**src/pkg/sff_pkg.sv**
```systemverilog
package sff_pkg;
	// Array shape
	localparam int ADDR_W = 19;
	localparam int SECT_W = 3;
	localparam int DATA_W = 8;
	localparam int KIND_W = 2;
	localparam int BUF_W = KIND_W + ADDR_W + DATA_W;
	localparam int SECTORS = 8;
	localparam int PAGES_PER_SECTOR = 256;
	localparam int PAGE_BYTES = 256;
	localparam int SYNC_W = 5;
	// Opcodes, values arbitrary
	localparam logic [7:0] PAGE_WRITE_CMD = 8'hA1;
	localparam logic [7:0] SECTOR_WIPE_CMD = 8'hA2;
	localparam logic [7:0] CHIP_WIPE_CMD = 8'hA3;
	localparam logic [7:0] SLEEP_CMD = 8'hA4;
	localparam logic [7:0] WAKE_CMD = 8'hA5;
	localparam logic [7:0] READ_CMD = 8'hA6;
	localparam logic [7:0] STAT_CMD = 8'hA7;
	// Signature byte, value arbitrary
	localparam logic [7:0] SIG_BYTE = 8'h5A;
	// APB byte offsets
	localparam logic [7:0] OFS_CTRL = 8'h00;
	localparam logic [7:0] OFS_STAT = 8'h04;
	localparam logic [7:0] OFS_GUARD = 8'h08;
	localparam logic [7:0] OFS_TX = 8'h0C;
	localparam logic [7:0] OFS_RX = 8'h10;
	// Status field positions
	localparam int ST_SEL = 0;
	localparam int ST_PAUSE = 1;
	localparam int ST_SLEEP = 2;
	localparam int ST_ARMED = 3;
	localparam int ST_STANDBY = 4;
	localparam int ST_OVR = 5;
	localparam int ST_REF = 6;
	localparam int ST_BUF_W = 27;
	localparam int RX_VALID = 31;
	localparam logic [2:0] GUARD_RST = 3'h0;
	localparam logic [7:0] TX_RST = 8'hFF;
	// Entry kinds in the buffer
	typedef enum logic [1:0] {KIND_DATA, KIND_PAGE, KIND_SECTOR, KIND_CHIP} sff_kind_t;
	// Serial state, Gray along the usual path
	typedef enum logic [2:0] {
		S_IDLE = 3'h0, S_OPC = 3'h1, S_ADDR = 3'h3, S_DATA = 3'h2, S_OUT = 3'h6, S_SKIP = 3'h7
	} sff_state_t;
endpackage

```
**src/pkg/sff_stream_if.sv**
```systemverilog
`timescale 1ns/1ns
interface sff_stream_if;
	logic valid; // Word offered
	logic ready; // Word taken
	logic [sff_pkg::BUF_W-1:0] data; // {kind, address, byte}
	modport src(output valid, output data, input ready);
	modport snk(input valid, input data, output ready);
endinterface

```
**src/rtl/sff_sync.sv**
```systemverilog
`timescale 1ns/1ns
module sff_sync #(
	parameter int W = 1,
	parameter logic [W-1:0] RST_VAL = '0
) (
	input wire logic clk_sys_in,
	input wire logic reset_in,
	input wire logic ce_in,
	input wire logic [W-1:0] d_in,
	output logic [W-1:0] q_out
);
	// Two stages per pin; first stage feeds only the second
	genvar i;
	generate
		for (i = 0; i < W; i++) begin : g_bit
			logic s1_ff;
			logic s2_ff;
			always_ff @(posedge clk_sys_in) begin
				if (reset_in) begin
					s1_ff <= RST_VAL[i];
					s2_ff <= RST_VAL[i];
				end else if (ce_in) begin
					s1_ff <= d_in[i];
					s2_ff <= s1_ff;
				end
			end
			assign q_out[i] = s2_ff;
		end
	endgenerate
endmodule

```
**src/rtl/sff_buf.sv**
```systemverilog
`timescale 1ns/1ns
module sff_buf #(
	parameter int W = sff_pkg::BUF_W,
	parameter int DEPTH = 2
) (
	input wire logic clk_sys_in,
	input wire logic reset_in,
	input wire logic ce_in,
	sff_stream_if.snk in_s,
	sff_stream_if.src out_s
);
	localparam int PW = $clog2(DEPTH);
	logic [W-1:0] mem [DEPTH]; // Storage
	logic [PW-1:0] wp_ff; // Write slot
	logic [PW-1:0] rp_ff; // Read slot
	logic [PW:0] cnt_ff; // Fill level
	logic push;
	logic pop;
	// Honest full and empty
	assign in_s.ready = (cnt_ff != (PW+1)'(DEPTH));
	assign out_s.valid = (cnt_ff != '0);
	assign out_s.data = mem[rp_ff];
	assign push = in_s.valid & in_s.ready & ce_in;
	assign pop = out_s.valid & out_s.ready & ce_in;
	// Slot write
	always_ff @(posedge clk_sys_in) begin
		if (push) begin
			mem[wp_ff] <= in_s.data;
		end
	end
	// Pointers and level
	always_ff @(posedge clk_sys_in) begin
		if (reset_in) begin
			wp_ff <= '0;
			rp_ff <= '0;
			cnt_ff <= '0;
		end else begin
			if (push) begin
				wp_ff <= (wp_ff == PW'(DEPTH-1)) ? '0 : wp_ff + 1'b1;
			end
			if (pop) begin
				rp_ff <= (rp_ff == PW'(DEPTH-1)) ? '0 : rp_ff + 1'b1;
			end
			if (push & ~pop) begin
				cnt_ff <= cnt_ff + 1'b1;
			end else if (pop & ~push) begin
				cnt_ff <= cnt_ff - 1'b1;
			end
		end
	end
endmodule

```
**src/rtl/sff_front.sv**
```systemverilog
// Register access over APB and the register addresses were left to the implementer.
`timescale 1ns/1ns
// Operation
// - Output bit changes after clock falling edge
// - Input bit sampled on clock rising edge
// - Opcode, address, data all on input line
// - Deselected means output high impedance
// - Deselected idle enters standby, busy stays active
// - Select low means selected and active
// - No instruction before first select falling edge
// - Pause suspends exchange, resumes where stopped
// - Paused: output off, clock and data ignored
// - Pause only starts while selected
// - Write-protect low freezes area guard bits
// - Eight sectors of 256 pages, 256 bytes
// - Page write takes 1 to 256 bytes
// - Sector wipe or whole chip wipe
// - Clock idles low or high, same edges
// - Asleep: only wake command accepted
// - Pause never aborts internal cycle
module sff_front (
	input wire logic clk_sys_in,
	input wire logic reset_in,
	input wire logic ce_in,
	input wire logic sclk_in,
	input wire logic sel_n_in,
	input wire logic mosi_in,
	input wire logic pause_n_in,
	input wire logic wp_n_in,
	output logic miso_out,
	output logic miso_oe_out,
	input wire logic psel_in,
	input wire logic penable_in,
	input wire logic pwrite_in,
	input wire logic [7:0] paddr_in,
	input wire logic [31:0] pwdata_in,
	output logic [31:0] prdata_out,
	output logic pready_out,
	output logic pslverr_out
);
	logic [sff_pkg::SYNC_W-1:0] pins; // Synchronised pins
	logic s_sclk;
	logic s_sel_n;
	logic s_mosi;
	logic s_pause_n;
	logic s_wp_n;
	logic sclk_q_ff; // Last clock level
	logic sel_q_ff; // Last select level
	logic armed_ff; // Select edge seen
	logic paused_ff; // Pause active
	logic sleep_ff; // Deep power-down
	logic busy_ff; // Internal cycle running
	logic standby_ff; // Standby power mode
	logic [2:0] guard_ff; // Area guard bits
	logic [7:0] tx_ff; // Byte to send
	logic [7:0] rx_sh_ff; // Input shifter
	logic [2:0] bit_ff; // Bit in byte
	logic [1:0] abyte_ff; // Address byte count
	logic [8:0] pcnt_ff; // Page bytes taken
	logic [sff_pkg::ADDR_W-1:0] addr_ff; // Byte address
	logic [7:0] opc_ff; // Current opcode
	logic wipe_ff; // Wipe pending at deselect
	logic [7:0] tx_sh_ff; // Output shifter
	logic ovr_ff; // Word lost flag
	logic ref_ff; // Refused by guard flag
	logic stg_v_ff; // Staged word valid
	logic [sff_pkg::BUF_W-1:0] stg_ff; // Staged word
	logic miso_ff;
	logic oe_ff;
	logic [31:0] prdata_ff;
	logic pready_ff;
	logic pslverr_ff;
	sff_pkg::sff_state_t st_ff;
	sff_pkg::sff_state_t nxt_st;
	logic rise;
	logic fall;
	logic sel_fall;
	logic sel_rise;
	logic act;
	logic byte_done;
	logic [7:0] byte_val;
	logic push;
	logic [sff_pkg::BUF_W-1:0] push_word;
	logic acc;
	logic wr;
	sff_stream_if in_s ();
	sff_stream_if out_s ();

	// Guard bits to protected sectors
	function automatic logic guarded(input logic [2:0] g, input logic [sff_pkg::SECT_W-1:0] sec);
		logic r;
		r = 1'b0;
		unique case (g)
			3'h0: r = 1'b0;
			3'h1: r = (sec == 3'h7);
			3'h2: r = (sec >= 3'h6);
			3'h3: r = (sec >= 3'h4);
			default: r = 1'b1;
		endcase
		return r;
	endfunction

	// Register decode, used for the error flag only
	function automatic logic mapped(input logic [7:0] a);
		return (a == sff_pkg::OFS_CTRL) || (a == sff_pkg::OFS_STAT) || (a == sff_pkg::OFS_GUARD) ||
			(a == sff_pkg::OFS_TX) || (a == sff_pkg::OFS_RX);
	endfunction

	// Pins cross over; select resets low, so one already low at release shows no edge
	sff_sync #(.W(sff_pkg::SYNC_W), .RST_VAL(5'h03)) u_sync (
		.clk_sys_in(clk_sys_in),
		.reset_in(reset_in),
		.ce_in(ce_in),
		.d_in({sclk_in, sel_n_in, mosi_in, pause_n_in, wp_n_in}),
		.q_out(pins)
	);
	assign {s_sclk, s_sel_n, s_mosi, s_pause_n, s_wp_n} = pins;

	// Edge finding on the sampled serial clock; either idle level works
	assign rise = s_sclk & ~sclk_q_ff;
	assign fall = ~s_sclk & sclk_q_ff;
	assign sel_fall = sel_q_ff & ~s_sel_n;
	assign sel_rise = ~sel_q_ff & s_sel_n;
	assign act = ~s_sel_n & armed_ff & ~paused_ff;
	assign byte_done = act & rise & (bit_ff == 3'h7);
	assign byte_val = {rx_sh_ff[6:0], s_mosi};

	// Previous levels
	always_ff @(posedge clk_sys_in) begin
		if (reset_in) begin
			sclk_q_ff <= 1'b0;
			sel_q_ff <= 1'b0;
		end else if (ce_in) begin
			sclk_q_ff <= s_sclk;
			sel_q_ff <= s_sel_n;
		end
	end

	// First select edge after reset arms the port
	always_ff @(posedge clk_sys_in) begin
		if (reset_in) begin
			armed_ff <= 1'b0;
		end else if (ce_in && sel_fall) begin
			armed_ff <= 1'b1;
		end
	end

	// Pause tracking; a deselect ends it
	always_ff @(posedge clk_sys_in) begin
		if (reset_in) begin
			paused_ff <= 1'b0;
		end else if (ce_in) begin
			if (s_sel_n) begin
				paused_ff <= 1'b0;
			end else if (!s_pause_n) begin
				paused_ff <= 1'b1;
			end else begin
				paused_ff <= 1'b0;
			end
		end
	end

	// Power mode; busy is untouched by pause or deselect
	always_ff @(posedge clk_sys_in) begin
		if (reset_in) begin
			standby_ff <= 1'b1;
		end else if (ce_in) begin
			standby_ff <= s_sel_n & ~busy_ff;
		end
	end

	// Input shifter and bit count; frozen while paused
	always_ff @(posedge clk_sys_in) begin
		if (reset_in) begin
			rx_sh_ff <= 8'h00;
			bit_ff <= 3'h0;
		end else if (ce_in) begin
			if (s_sel_n) begin
				bit_ff <= 3'h0;
			end else if (act && rise) begin
				rx_sh_ff <= byte_val;
				bit_ff <= bit_ff + 3'h1;
			end
		end
	end

	// Command sequencer next state
	always_comb begin
		nxt_st = st_ff;
		unique case (st_ff)
			sff_pkg::S_IDLE: nxt_st = sel_fall ? sff_pkg::S_OPC : sff_pkg::S_IDLE;
			sff_pkg::S_OPC: begin
				if (byte_done) begin
					if (sleep_ff) begin
						nxt_st = (byte_val == sff_pkg::WAKE_CMD) ? sff_pkg::S_OUT : sff_pkg::S_SKIP;
					end else if (byte_val == sff_pkg::PAGE_WRITE_CMD || byte_val == sff_pkg::SECTOR_WIPE_CMD ||
						byte_val == sff_pkg::READ_CMD) begin
						nxt_st = sff_pkg::S_ADDR;
					end else if (byte_val == sff_pkg::STAT_CMD || byte_val == sff_pkg::WAKE_CMD) begin
						nxt_st = sff_pkg::S_OUT;
					end else begin
						nxt_st = sff_pkg::S_SKIP;
					end
				end
			end
			sff_pkg::S_ADDR: begin
				if (byte_done && abyte_ff == 2'h2) begin
					if (opc_ff == sff_pkg::PAGE_WRITE_CMD) begin
						nxt_st = sff_pkg::S_DATA;
					end else if (opc_ff == sff_pkg::READ_CMD) begin
						nxt_st = sff_pkg::S_OUT;
					end else begin
						nxt_st = sff_pkg::S_SKIP;
					end
				end
			end
			sff_pkg::S_DATA: nxt_st = sff_pkg::S_DATA;
			sff_pkg::S_OUT: nxt_st = sff_pkg::S_OUT;
			sff_pkg::S_SKIP: nxt_st = sff_pkg::S_SKIP;
			default: nxt_st = sff_pkg::S_IDLE;
		endcase
		if (s_sel_n) begin
			nxt_st = sff_pkg::S_IDLE;
		end
	end

	// State register; unarmed select never leaves idle
	always_ff @(posedge clk_sys_in) begin
		if (reset_in) begin
			st_ff <= sff_pkg::S_IDLE;
		end else if (ce_in) begin
			st_ff <= nxt_st;
		end
	end

	// Opcode, address and page byte count
	always_ff @(posedge clk_sys_in) begin
		if (reset_in) begin
			opc_ff <= 8'h00;
			abyte_ff <= 2'h0;
			addr_ff <= '0;
			pcnt_ff <= 9'h000;
		end else if (ce_in && byte_done) begin
			if (st_ff == sff_pkg::S_OPC) begin
				opc_ff <= byte_val;
				abyte_ff <= 2'h0;
				pcnt_ff <= 9'h000;
			end else if (st_ff == sff_pkg::S_ADDR) begin
				addr_ff <= {addr_ff[sff_pkg::ADDR_W-9:0], byte_val};
				abyte_ff <= abyte_ff + 2'h1;
			end else if (st_ff == sff_pkg::S_DATA && pcnt_ff != 9'(sff_pkg::PAGE_BYTES)) begin
				addr_ff[7:0] <= addr_ff[7:0] + 8'h01;
				pcnt_ff <= pcnt_ff + 9'h001;
			end
		end
	end

	// Sleep entry and wake; wipe request held until deselect
	always_ff @(posedge clk_sys_in) begin
		if (reset_in) begin
			sleep_ff <= 1'b0;
			wipe_ff <= 1'b0;
		end else if (ce_in) begin
			if (byte_done && st_ff == sff_pkg::S_OPC) begin
				if (sleep_ff) begin
					sleep_ff <= (byte_val != sff_pkg::WAKE_CMD);
				end else begin
					sleep_ff <= (byte_val == sff_pkg::SLEEP_CMD);
					wipe_ff <= (byte_val == sff_pkg::CHIP_WIPE_CMD);
				end
			end else if (byte_done && st_ff == sff_pkg::S_ADDR && abyte_ff == 2'h2) begin
				wipe_ff <= (opc_ff == sff_pkg::SECTOR_WIPE_CMD);
			end else if (byte_done || sel_rise) begin
				wipe_ff <= 1'b0; // Extra bits void the wipe
			end
		end
	end

	// Words for the buffer: page bytes live, wipes at deselect on a byte boundary
	always_comb begin
		push = 1'b0;
		push_word = '0;
		if (byte_done && st_ff == sff_pkg::S_DATA && pcnt_ff != 9'(sff_pkg::PAGE_BYTES) &&
			!guarded(guard_ff, addr_ff[sff_pkg::ADDR_W-1 -: sff_pkg::SECT_W])) begin
			push = 1'b1;
			push_word = {sff_pkg::KIND_DATA, addr_ff, byte_val};
		end else if (sel_rise && wipe_ff && bit_ff == 3'h0) begin
			push = (opc_ff == sff_pkg::CHIP_WIPE_CMD) ? (guard_ff == 3'h0) :
				!guarded(guard_ff, addr_ff[sff_pkg::ADDR_W-1 -: sff_pkg::SECT_W]);
			push_word = {(opc_ff == sff_pkg::CHIP_WIPE_CMD) ? sff_pkg::KIND_CHIP : sff_pkg::KIND_SECTOR,
				addr_ff, 8'h00};
		end
	end

	// Staging register waits out a stalled buffer
	always_ff @(posedge clk_sys_in) begin
		if (reset_in) begin
			stg_v_ff <= 1'b0;
			stg_ff <= '0;
		end else if (ce_in) begin
			if (push && !(stg_v_ff && !in_s.ready)) begin
				stg_v_ff <= 1'b1;
				stg_ff <= push_word;
			end else if (in_s.ready) begin
				stg_v_ff <= 1'b0;
			end
		end
	end
	assign in_s.valid = stg_v_ff;
	assign in_s.data = stg_ff;

	// Two-entry buffer towards software
	sff_buf #(.W(sff_pkg::BUF_W), .DEPTH(2)) u_buf (
		.clk_sys_in(clk_sys_in),
		.reset_in(reset_in),
		.ce_in(ce_in),
		.in_s(in_s),
		.out_s(out_s)
	);

	// Output shifter: load at byte boundary, shift on falling edge
	always_ff @(posedge clk_sys_in) begin
		if (reset_in) begin
			tx_sh_ff <= 8'hFF;
			miso_ff <= 1'b0;
		end else if (ce_in) begin
			if (byte_done && nxt_st == sff_pkg::S_OUT) begin
				if (st_ff == sff_pkg::S_OPC && byte_val == sff_pkg::STAT_CMD) begin
					tx_sh_ff <= {3'h0, guard_ff, s_wp_n, busy_ff};
				end else if (st_ff == sff_pkg::S_OPC || opc_ff == sff_pkg::WAKE_CMD) begin
					tx_sh_ff <= sff_pkg::SIG_BYTE;
				end else if (opc_ff == sff_pkg::STAT_CMD) begin
					tx_sh_ff <= {3'h0, guard_ff, s_wp_n, busy_ff};
				end else begin
					tx_sh_ff <= tx_ff;
				end
			end else if (act && fall && st_ff == sff_pkg::S_OUT) begin
				miso_ff <= tx_sh_ff[7];
				tx_sh_ff <= {tx_sh_ff[6:0], 1'b1};
			end
		end
	end

	// Drive only while selected, armed, unpaused and sending
	always_ff @(posedge clk_sys_in) begin
		if (reset_in) begin
			oe_ff <= 1'b0;
		end else if (ce_in) begin
			oe_ff <= act & (st_ff == sff_pkg::S_OUT);
		end
	end
	assign miso_out = miso_ff;
	assign miso_oe_out = oe_ff;

	// APB: one wait cycle so read data comes from a flop
	assign acc = psel_in & penable_in & pready_ff;
	assign wr = acc & pwrite_in & ~pslverr_ff;
	assign out_s.ready = acc & ~pwrite_in & (paddr_in == sff_pkg::OFS_RX);

	// Ready, error and read data
	always_ff @(posedge clk_sys_in) begin
		if (reset_in) begin
			pready_ff <= 1'b0;
			pslverr_ff <= 1'b0;
			prdata_ff <= 32'h0000_0000;
		end else if (ce_in) begin
			pready_ff <= psel_in & penable_in & ~pready_ff;
			pslverr_ff <= psel_in & penable_in & ~pready_ff & ~mapped(paddr_in);
			prdata_ff <= 32'h0000_0000;
			if (psel_in && penable_in && !pready_ff && !pwrite_in) begin
				unique case (paddr_in)
					sff_pkg::OFS_CTRL: prdata_ff <= {31'h0, busy_ff};
					sff_pkg::OFS_STAT: prdata_ff <= {4'h0, out_s.valid, 19'h0, 1'b0, ref_ff, ovr_ff,
						standby_ff, armed_ff, sleep_ff, paused_ff, ~s_sel_n};
					sff_pkg::OFS_GUARD: prdata_ff <= {29'h0, guard_ff};
					sff_pkg::OFS_TX: prdata_ff <= {24'h0, tx_ff};
					sff_pkg::OFS_RX: prdata_ff <= {out_s.valid, 2'h0, out_s.data};
					default: prdata_ff <= 32'h0000_0000;
				endcase
			end
		end
	end
	assign prdata_out = prdata_ff;
	assign pready_out = pready_ff;
	assign pslverr_out = pslverr_ff;

	// Software-owned control
	always_ff @(posedge clk_sys_in) begin
		if (reset_in) begin
			busy_ff <= 1'b0;
			tx_ff <= sff_pkg::TX_RST;
		end else if (ce_in && wr) begin
			if (paddr_in == sff_pkg::OFS_CTRL) begin
				busy_ff <= pwdata_in[0];
			end
			if (paddr_in == sff_pkg::OFS_TX) begin
				tx_ff <= pwdata_in[7:0];
			end
		end
	end

	// Guard bits frozen while write-protect is low
	always_ff @(posedge clk_sys_in) begin
		if (reset_in) begin
			guard_ff <= sff_pkg::GUARD_RST;
		end else if (ce_in && wr && paddr_in == sff_pkg::OFS_GUARD && s_wp_n) begin
			guard_ff <= pwdata_in[2:0];
		end
	end

	// Sticky flags, write one to clear; a new event beats the clear
	always_ff @(posedge clk_sys_in) begin
		if (reset_in) begin
			ovr_ff <= 1'b0;
			ref_ff <= 1'b0;
		end else if (ce_in) begin
			if (push && stg_v_ff && !in_s.ready) begin
				ovr_ff <= 1'b1;
			end else if (wr && paddr_in == sff_pkg::OFS_STAT && pwdata_in[sff_pkg::ST_OVR]) begin
				ovr_ff <= 1'b0;
			end
			if ((byte_done && st_ff == sff_pkg::S_DATA && pcnt_ff != 9'(sff_pkg::PAGE_BYTES) && !push) ||
				(sel_rise && wipe_ff && bit_ff == 3'h0 && !push)) begin
				ref_ff <= 1'b1;
			end else if (wr && paddr_in == sff_pkg::OFS_STAT && pwdata_in[sff_pkg::ST_REF]) begin
				ref_ff <= 1'b0;
			end
		end
	end
endmodule

```
**config.mk**
```make
export PLATFORM = sky130hd
export DESIGN_NAME = sff_front
export DESIGN_NICKNAME = d
export VERILOG_FILES = /design/src/pkg/sff_pkg.sv /design/src/pkg/sff_stream_if.sv /design/src/rtl/sff_sync.sv /design/src/rtl/sff_buf.sv /design/src/rtl/sff_front.sv
export SDC_FILE = /design/constraint.sdc
export NUM_CORES = 1
export LEC_CHECK = 0
export ABC_AREA = 1
export ABC_CLOCK_PERIOD_IN_PS = 3200
export BUFFER_PORTS_ARGS = -buffer_cell sky130_fd_sc_hd__buf_2
export CORE_MARGIN = 3
export CORE_UTILIZATION = 40
export CTS_BUF_LIST = sky130_fd_sc_hd__clkbuf_4 sky130_fd_sc_hd__clkbuf_8
export CTS_CLUSTER_SIZE = 20
export DETAILED_ROUTE_END_ITERATION = 7
export GPL_ROUTABILITY_DRIVEN = 0
export PLACE_DENSITY = 0.71
export SYNTH_ARGS = -nofsm -noshare
export SYNTH_HDL_FRONTEND = slang
export SYNTH_HIERARCHICAL = 1
export SYNTH_SLANG_ARGS = --single-unit
```
**constraint.sdc**
```tcl
create_clock -name clk_sys_in -period 3.2 [get_ports clk_sys_in]
set_input_delay 0.64 -clock clk_sys_in [delete_from_list [all_inputs] [get_ports clk_sys_in]]
set_output_delay 0.64 -clock clk_sys_in [all_outputs]
set_load 0.005 [all_outputs]
```
Word level (Yosys, flattened, before mapping)
Memory sizes are Yosys's and may differ from the RTL's. A register that Yosys moved wholly into a read port is not among the register bits. Cells that the tools add are included.

Input bits: 51. Memories kept: 1. Bits in registers: 160. Logic and storage cells: 262. Output and inout port bits: 36. Bits in writable memories: 58.

Memory list: u_buf.mem (words 2, width 29, rd ports 1, clocked after Yosys merged registers in 1, wr ports 1, RTL line sff_buf.sv:13) `logic [W-1:0] mem [DEPTH];`.

$lt $le $gt $ge: 2. $add $sub $neg: 8. Bitwise logic cells: 38. Equal/unequal tests: 34. Muxes and demuxes: 57. Reduce and logical (&&, ||, !) cells: 81.

Operator list (count): $pmux 32 s5 (1); $eq 8x8->1 const B (13); $mux 29 (2); $mux 8 (7); $logic_and 1x1->1 (32); $mux 32 (1); $mux 1 (29); $mux 9 (3); $and 1x1->1 (24); $mux 3 (8); $reduce_and 2->1 (11); $reduce_bool 2->1 (10); $pmux 3 s6 (1); $reduce_and 3->1 (6); $eq 8x4->1 const B (2); $eq 3x3->1 const B (5); $not 1->1 (14); $eq 3x2->1 const B (4); $logic_or 1x1->1 (10); $add 9x1->9 const B (1); $logic_not 3->1 (3); $ne 9x9->1 const B (1); $add 8x1->8 const B (1); $eq 8x3->1 const B (1); 15 further kinds (30).

Logic depth before layout (Yosys ltp)
Depth after elaboration: 18. Depth in mapped cells: 16. Mapped depth without buffers: 15.

Modules after synthesis
Netlist, hierarchy kept.

Modules (own cells, without submodules): sff_front (area an instance 6670.1 sq um, instances 1, cells an instance 942, seq. area each 2882.8 sq um); sff_buf (area an instance 2378.5 sq um, instances 1, cells an instance 128, seq. area each 1841.8 sq um); sff_sync (area an instance 434.2 sq um, instances 1, cells an instance 61, seq. area each 200.2 sq um).

Least setup slack after synthesis
OpenSTA, ideal clock, no wires.

Path type: input to register. From: in ce_in. To: mem u_buf/mem[0][0] (netlist bit) (enable). Library setup time: 0.457 ns. Path slack: -0.129 ns. Stages: 2. Path buffers: 0. Arrival time: 2.871 ns. Required time: 2.743 ns. Cell sequence: nand2_1 > nor3b_1.

Cells in the longest elaborated chain, start to end: 3.

Ends and longest elaborated chain: start: declaration (RTL line sff_front.sv:24) `input wire logic ce_in,`; $and 1x1->1 (RTL line sff_buf.sv:23) `assign push = in_s.valid & in_s.ready & ce_in;`; $mux 1 (RTL line sff_buf.sv:27) `if (push) begin`; $mux 1 (implied by the code) (RTL line sff_buf.sv:28) `mem[wp_ff] <= in_s.data;`; end: declaration (RTL line sff_buf.sv:13).

Every way passes these cells.

Worst setup path in the final report
From: reg guard_ff[0]. To: reg stg_ff, in the netlist in_s.data[11].

Cells in the longest elaborated chain, start to end: 10. Elaborated cells between the ends (all ways): 16. Those cells by class: eq/ne (3); mux (7); reduce/logical (6).

Ends and longest elaborated chain: start: declaration (RTL line sff_front.sv:54) `logic [2:0] guard_ff;`; start signal: assignment (RTL line sff_front.sv:405) `guard_ff <= sff_pkg::GUARD_RST;`; start signal: assignment (RTL line sff_front.sv:407) `guard_ff <= pwdata_in[2:0];`; $eq 3x2->1 (tied with other cells) (RTL line sff_front.sv:93) `unique case (g)`; $pmux 1 s4 (RTL line sff_front.sv:93); $mux 1 (RTL line sff_front.sv:287) `end else if (sel_rise && wipe_ff && bit_ff == 3'h0) begin`; $mux 1 (RTL line sff_front.sv:283) `if (byte_done && st_ff == sff_pkg::S_DATA && pcnt_ff != 9'(sff_pkg::PAGE_BYTES) &&`; $logic_not 1->1 (RTL line sff_front.sv:289) `!guarded(guard_ff, addr_ff[sff_pkg::ADDR_W-1 -: sff_pkg::SECT_W]);`; $mux 1 (RTL line sff_front.sv:288) `push = (opc_ff == sff_pkg::CHIP_WIPE_CMD) ? (guard_ff == 3'h0) :`; $mux 1 (RTL line sff_front.sv:287); $mux 1 (RTL line sff_front.sv:283); $logic_and 1x1->1 (RTL line sff_front.sv:301) `if (push && !(stg_v_ff && !in_s.ready)) begin`; $reduce_and 2->1 (no line); end signal: assignment (RTL line sff_front.sv:303) `stg_ff <= push_word;`; end: declaration (RTL line sff_front.sv:67) `logic [sff_pkg::BUF_W-1:0] stg_ff;`.

Parallel ways exist; a longest one is shown, timed or not. The select of a mux whose other input is x is not followed. A chain may end at the register's enable or synchronous reset.

==> results.ini <==
[die]
ioPinCount = 87
core_area_um2 = 23000
die_x_um = 160
rows = 55
dieHeight_um = 160
start_util = 0.413
dieArea_um2 = 25600

[setup_path]
rrSetupSlack_ns = 0.73
cp.required_ns = 3.61
cp_max_fo = 28
startpoint_type = flop
r2r-start = guard_ff[0]
rr_worst_depth = 12
worstPathArrival_ns = 2.88
crit_type = reg2reg
setup.worst_path.end_class = flop
crit_end = in_s.data[11]
timing.critical_path.from = guard_ff[0]
r2r-end = in_s.data[11]

[yosys]
ys_async_sr_fraction = 0
syn_avg_cell_area_um2 = 8.38
synth_top_area_share = 0.336
syn_inst = 1131
synth.yosys.seq_area_share = 0.519
synth_area_leader_cell = dfxtp_1
synth-edff-count = 58
ys_seq_elements = 217
ys_types = 53
synthTopCellsByArea = dfxtp_1 34%, edfxtp_1 18%, nand2_1 11%, a21oi_1 7.2%, inv_1 4.6%
yosys_warnings = 6
synth_ff_type = dfxtp_1
synth.cell_area_um2 = 9480

[clock_network]
cts_hold_buf = 0
cts_tree = yes
post_cts_buffers = 0
cts_resized = 0
h-tree-depth = 2
insertion_delay_ns = 0.54
clk_pin_slew_ns = 0.06
cts-root-buf = clkbuf_8
clockBufferDepth = 3
cts.sinks = 217
numCtsBuffers = 36

[global_route]
grt_use_total = 0.159
first_global_vias = 7295
antenna_found_initial = 0
grt-busiest-layer = met2
grt_use_met1 = 0.199
grtUsageMet2 = 0.273
grt_pass1_wl_um = 34500
grt_max_degree = 43
gr-usage-met3 = 0.0293
grt.overflow.total = 0

[detailed_routing]
ant_nets = 0
drc = 0
vias_per_cell = 5.01
drt_first_pass_iters = 5
wire_per_inst_um = 13.6
postRouteWirelength_um = 20800
drt_iter0_markers = 564
route.vias.total = 7683

[timing]
finalSetupViolations = 0
rsz0062_at_grt = no
setup-tns-final_ns = 0
clock-skew-final_ns = 0.0226
worstMarginPinSlew_ns = 0.586
hold_violations = 0
period_minus_slack_ns = 2.47
fmax_ghz = 0.404
slew_viol_final = 0
fin_crit_sh = 0.773
max_slew_margin = 0.609

[final_layout]
final_cell_count_no_fill = 1533
fillers = 2211
layout_common_cells = 269 x nand2_1, 159 x dfxtp_1, 136 x a21oi_1
layout.cells.most_common = nand2_1
syn_to_final_growth_pct = 13.5
fin_nets = 1254
drive_above_1_share = 0.166
diodes = 0

[min_path]
hold_class = in2reg

[power]
power.leakage_nw = 4.19
irDropWorstVdd_mv = 0.304
power_density_nw_per_um2 = 508

[status]
status = finished clean

[placed_design]
io_buffers = 60
dp_cells = 1470
place_hpwl_um = 14100

[flow_run]
maxCapViolations = 0

## layout make-up
type | count | area (um2) | area share
tap | 313 | 392 | 0.0364
multi-input combinational | 734 | 3800 | 0.353
inverter | 129 | 485 | 0.0451
clock inverter | 13 | 120 | 0.0112
timing repair buffer | 77 | 428 | 0.0397
sequential | 217 | 4920 | 0.457
clock buffer | 50 | 613 | 0.0569
## critical path: stages (launching register included)
cell and delay, ns:
dfxtp_1 0.48, nand2_1 0.15, a21oi_1 0.21, o21ai_1 0.11
nand2_1 0.09, inv_1 0.06, nand4_2 0.06, buf_4 0.31
o21ai_4 0.14, nand3_2 0.11, clkinv_2 0.33, nand2_1 0.21
a21oi_1 0.08
## synth_stat cells, drive strengths merged, types with 2 or more instances
library cell / number
nand2: 273
dfxtp: 159
a21oi: 137
inv: 127
nor2: 74
o21ai: 66
nand3: 65
edfxtp: 58
mux2: 29
clkbuf: 27
buf: 25
nor3: 16
nand4: 14
o211ai: 9
ha: 8
a211oi: 5
a31oi: 5
o22ai: 5
or2: 5
xor2: 5
nor4: 4
nor3b: 3
a21boi: 2
clkinv: 2
o221ai: 2
## kinds of logic after synthesis
family,share of synthesized area
and+or+nand+nor,0.212
AOI/OAI and AO/OA,0.133
DFF,0.519
buffers and inverters,0.0811
muxes,0.0384
adders and majority gates,0.0106
xor gates and xnor gates,0.00462
other,0.000395
## where the power goes
| group | internal (mW) | switching [mW] |
|---|---|---|
| combinational | 0.0434 | 0.110 |
| clock | 1.41 | 1.07 |
| sequential | 2.82 | 0.0119 |
## worst min path at each step
stage                 startpoint              end  slack, ns  cells after the start
detailed placement  in_s.data[2]  u_buf/mem[0][2]       0.44                      0
global placement        miso_out         miso_out       0.43                      2
floorplan            abyte_ff[0]      abyte_ff[0]       0.42                      1
finish              pwdata_in[7]         tx_ff[7]       0.32                      3
CTS                 pwdata_in[7]         tx_ff[7]       0.31                      3
global route        pwdata_in[4]         tx_ff[4]       0.31                      3
## flip-flops by register name, indices dropped and copies added (netlist names), 2 cells and up, named ones only
| register | flops |
|---|---|
| tx_ff | 8 |
| u_buf/mem | 58 |
| rx_sh_ff | 7 |
| abyte_ff | 2 |
| u_sync/g_bit.s2_ff | 5 |
| tx_sh_ff | 8 |
| u_sync/g_bit.s1_ff | 5 |
| opc_ff | 8 |
| pcnt_ff | 9 |
| addr_ff | 19 |
| in_s.data | 29 |
| st_ff | 3 |
| u_buf/cnt_ff | 2 |
| prdata_out | 30 |
| guard_ff | 3 |
| bit_ff | 3 |
## through the flow
step	hold WS [ns]	area, um2	power [mW]	utilization	worst slack, ns
finish	0.319	10800	5.47	0.468	0.726
global route	0.313	10800	5.68	0.468	0.580
CTS	0.307	10800	5.53	0.468	0.740
detailed placement	0.438	10000	3.04	0.437	0.682
global placement	0.432	10000	3.04	0.437	0.701
floorplan	0.422	9490	3.00	-	0.887
## metal layers
layer / up-vias / share of wire
li1: 3883 / -
met1: 3565 / 0.45
met2: 190 / 0.48
met3: 45 / 0.051
met4: 0 / 0.026
met5: - / 0
Power figures use the tool's default switching activity.
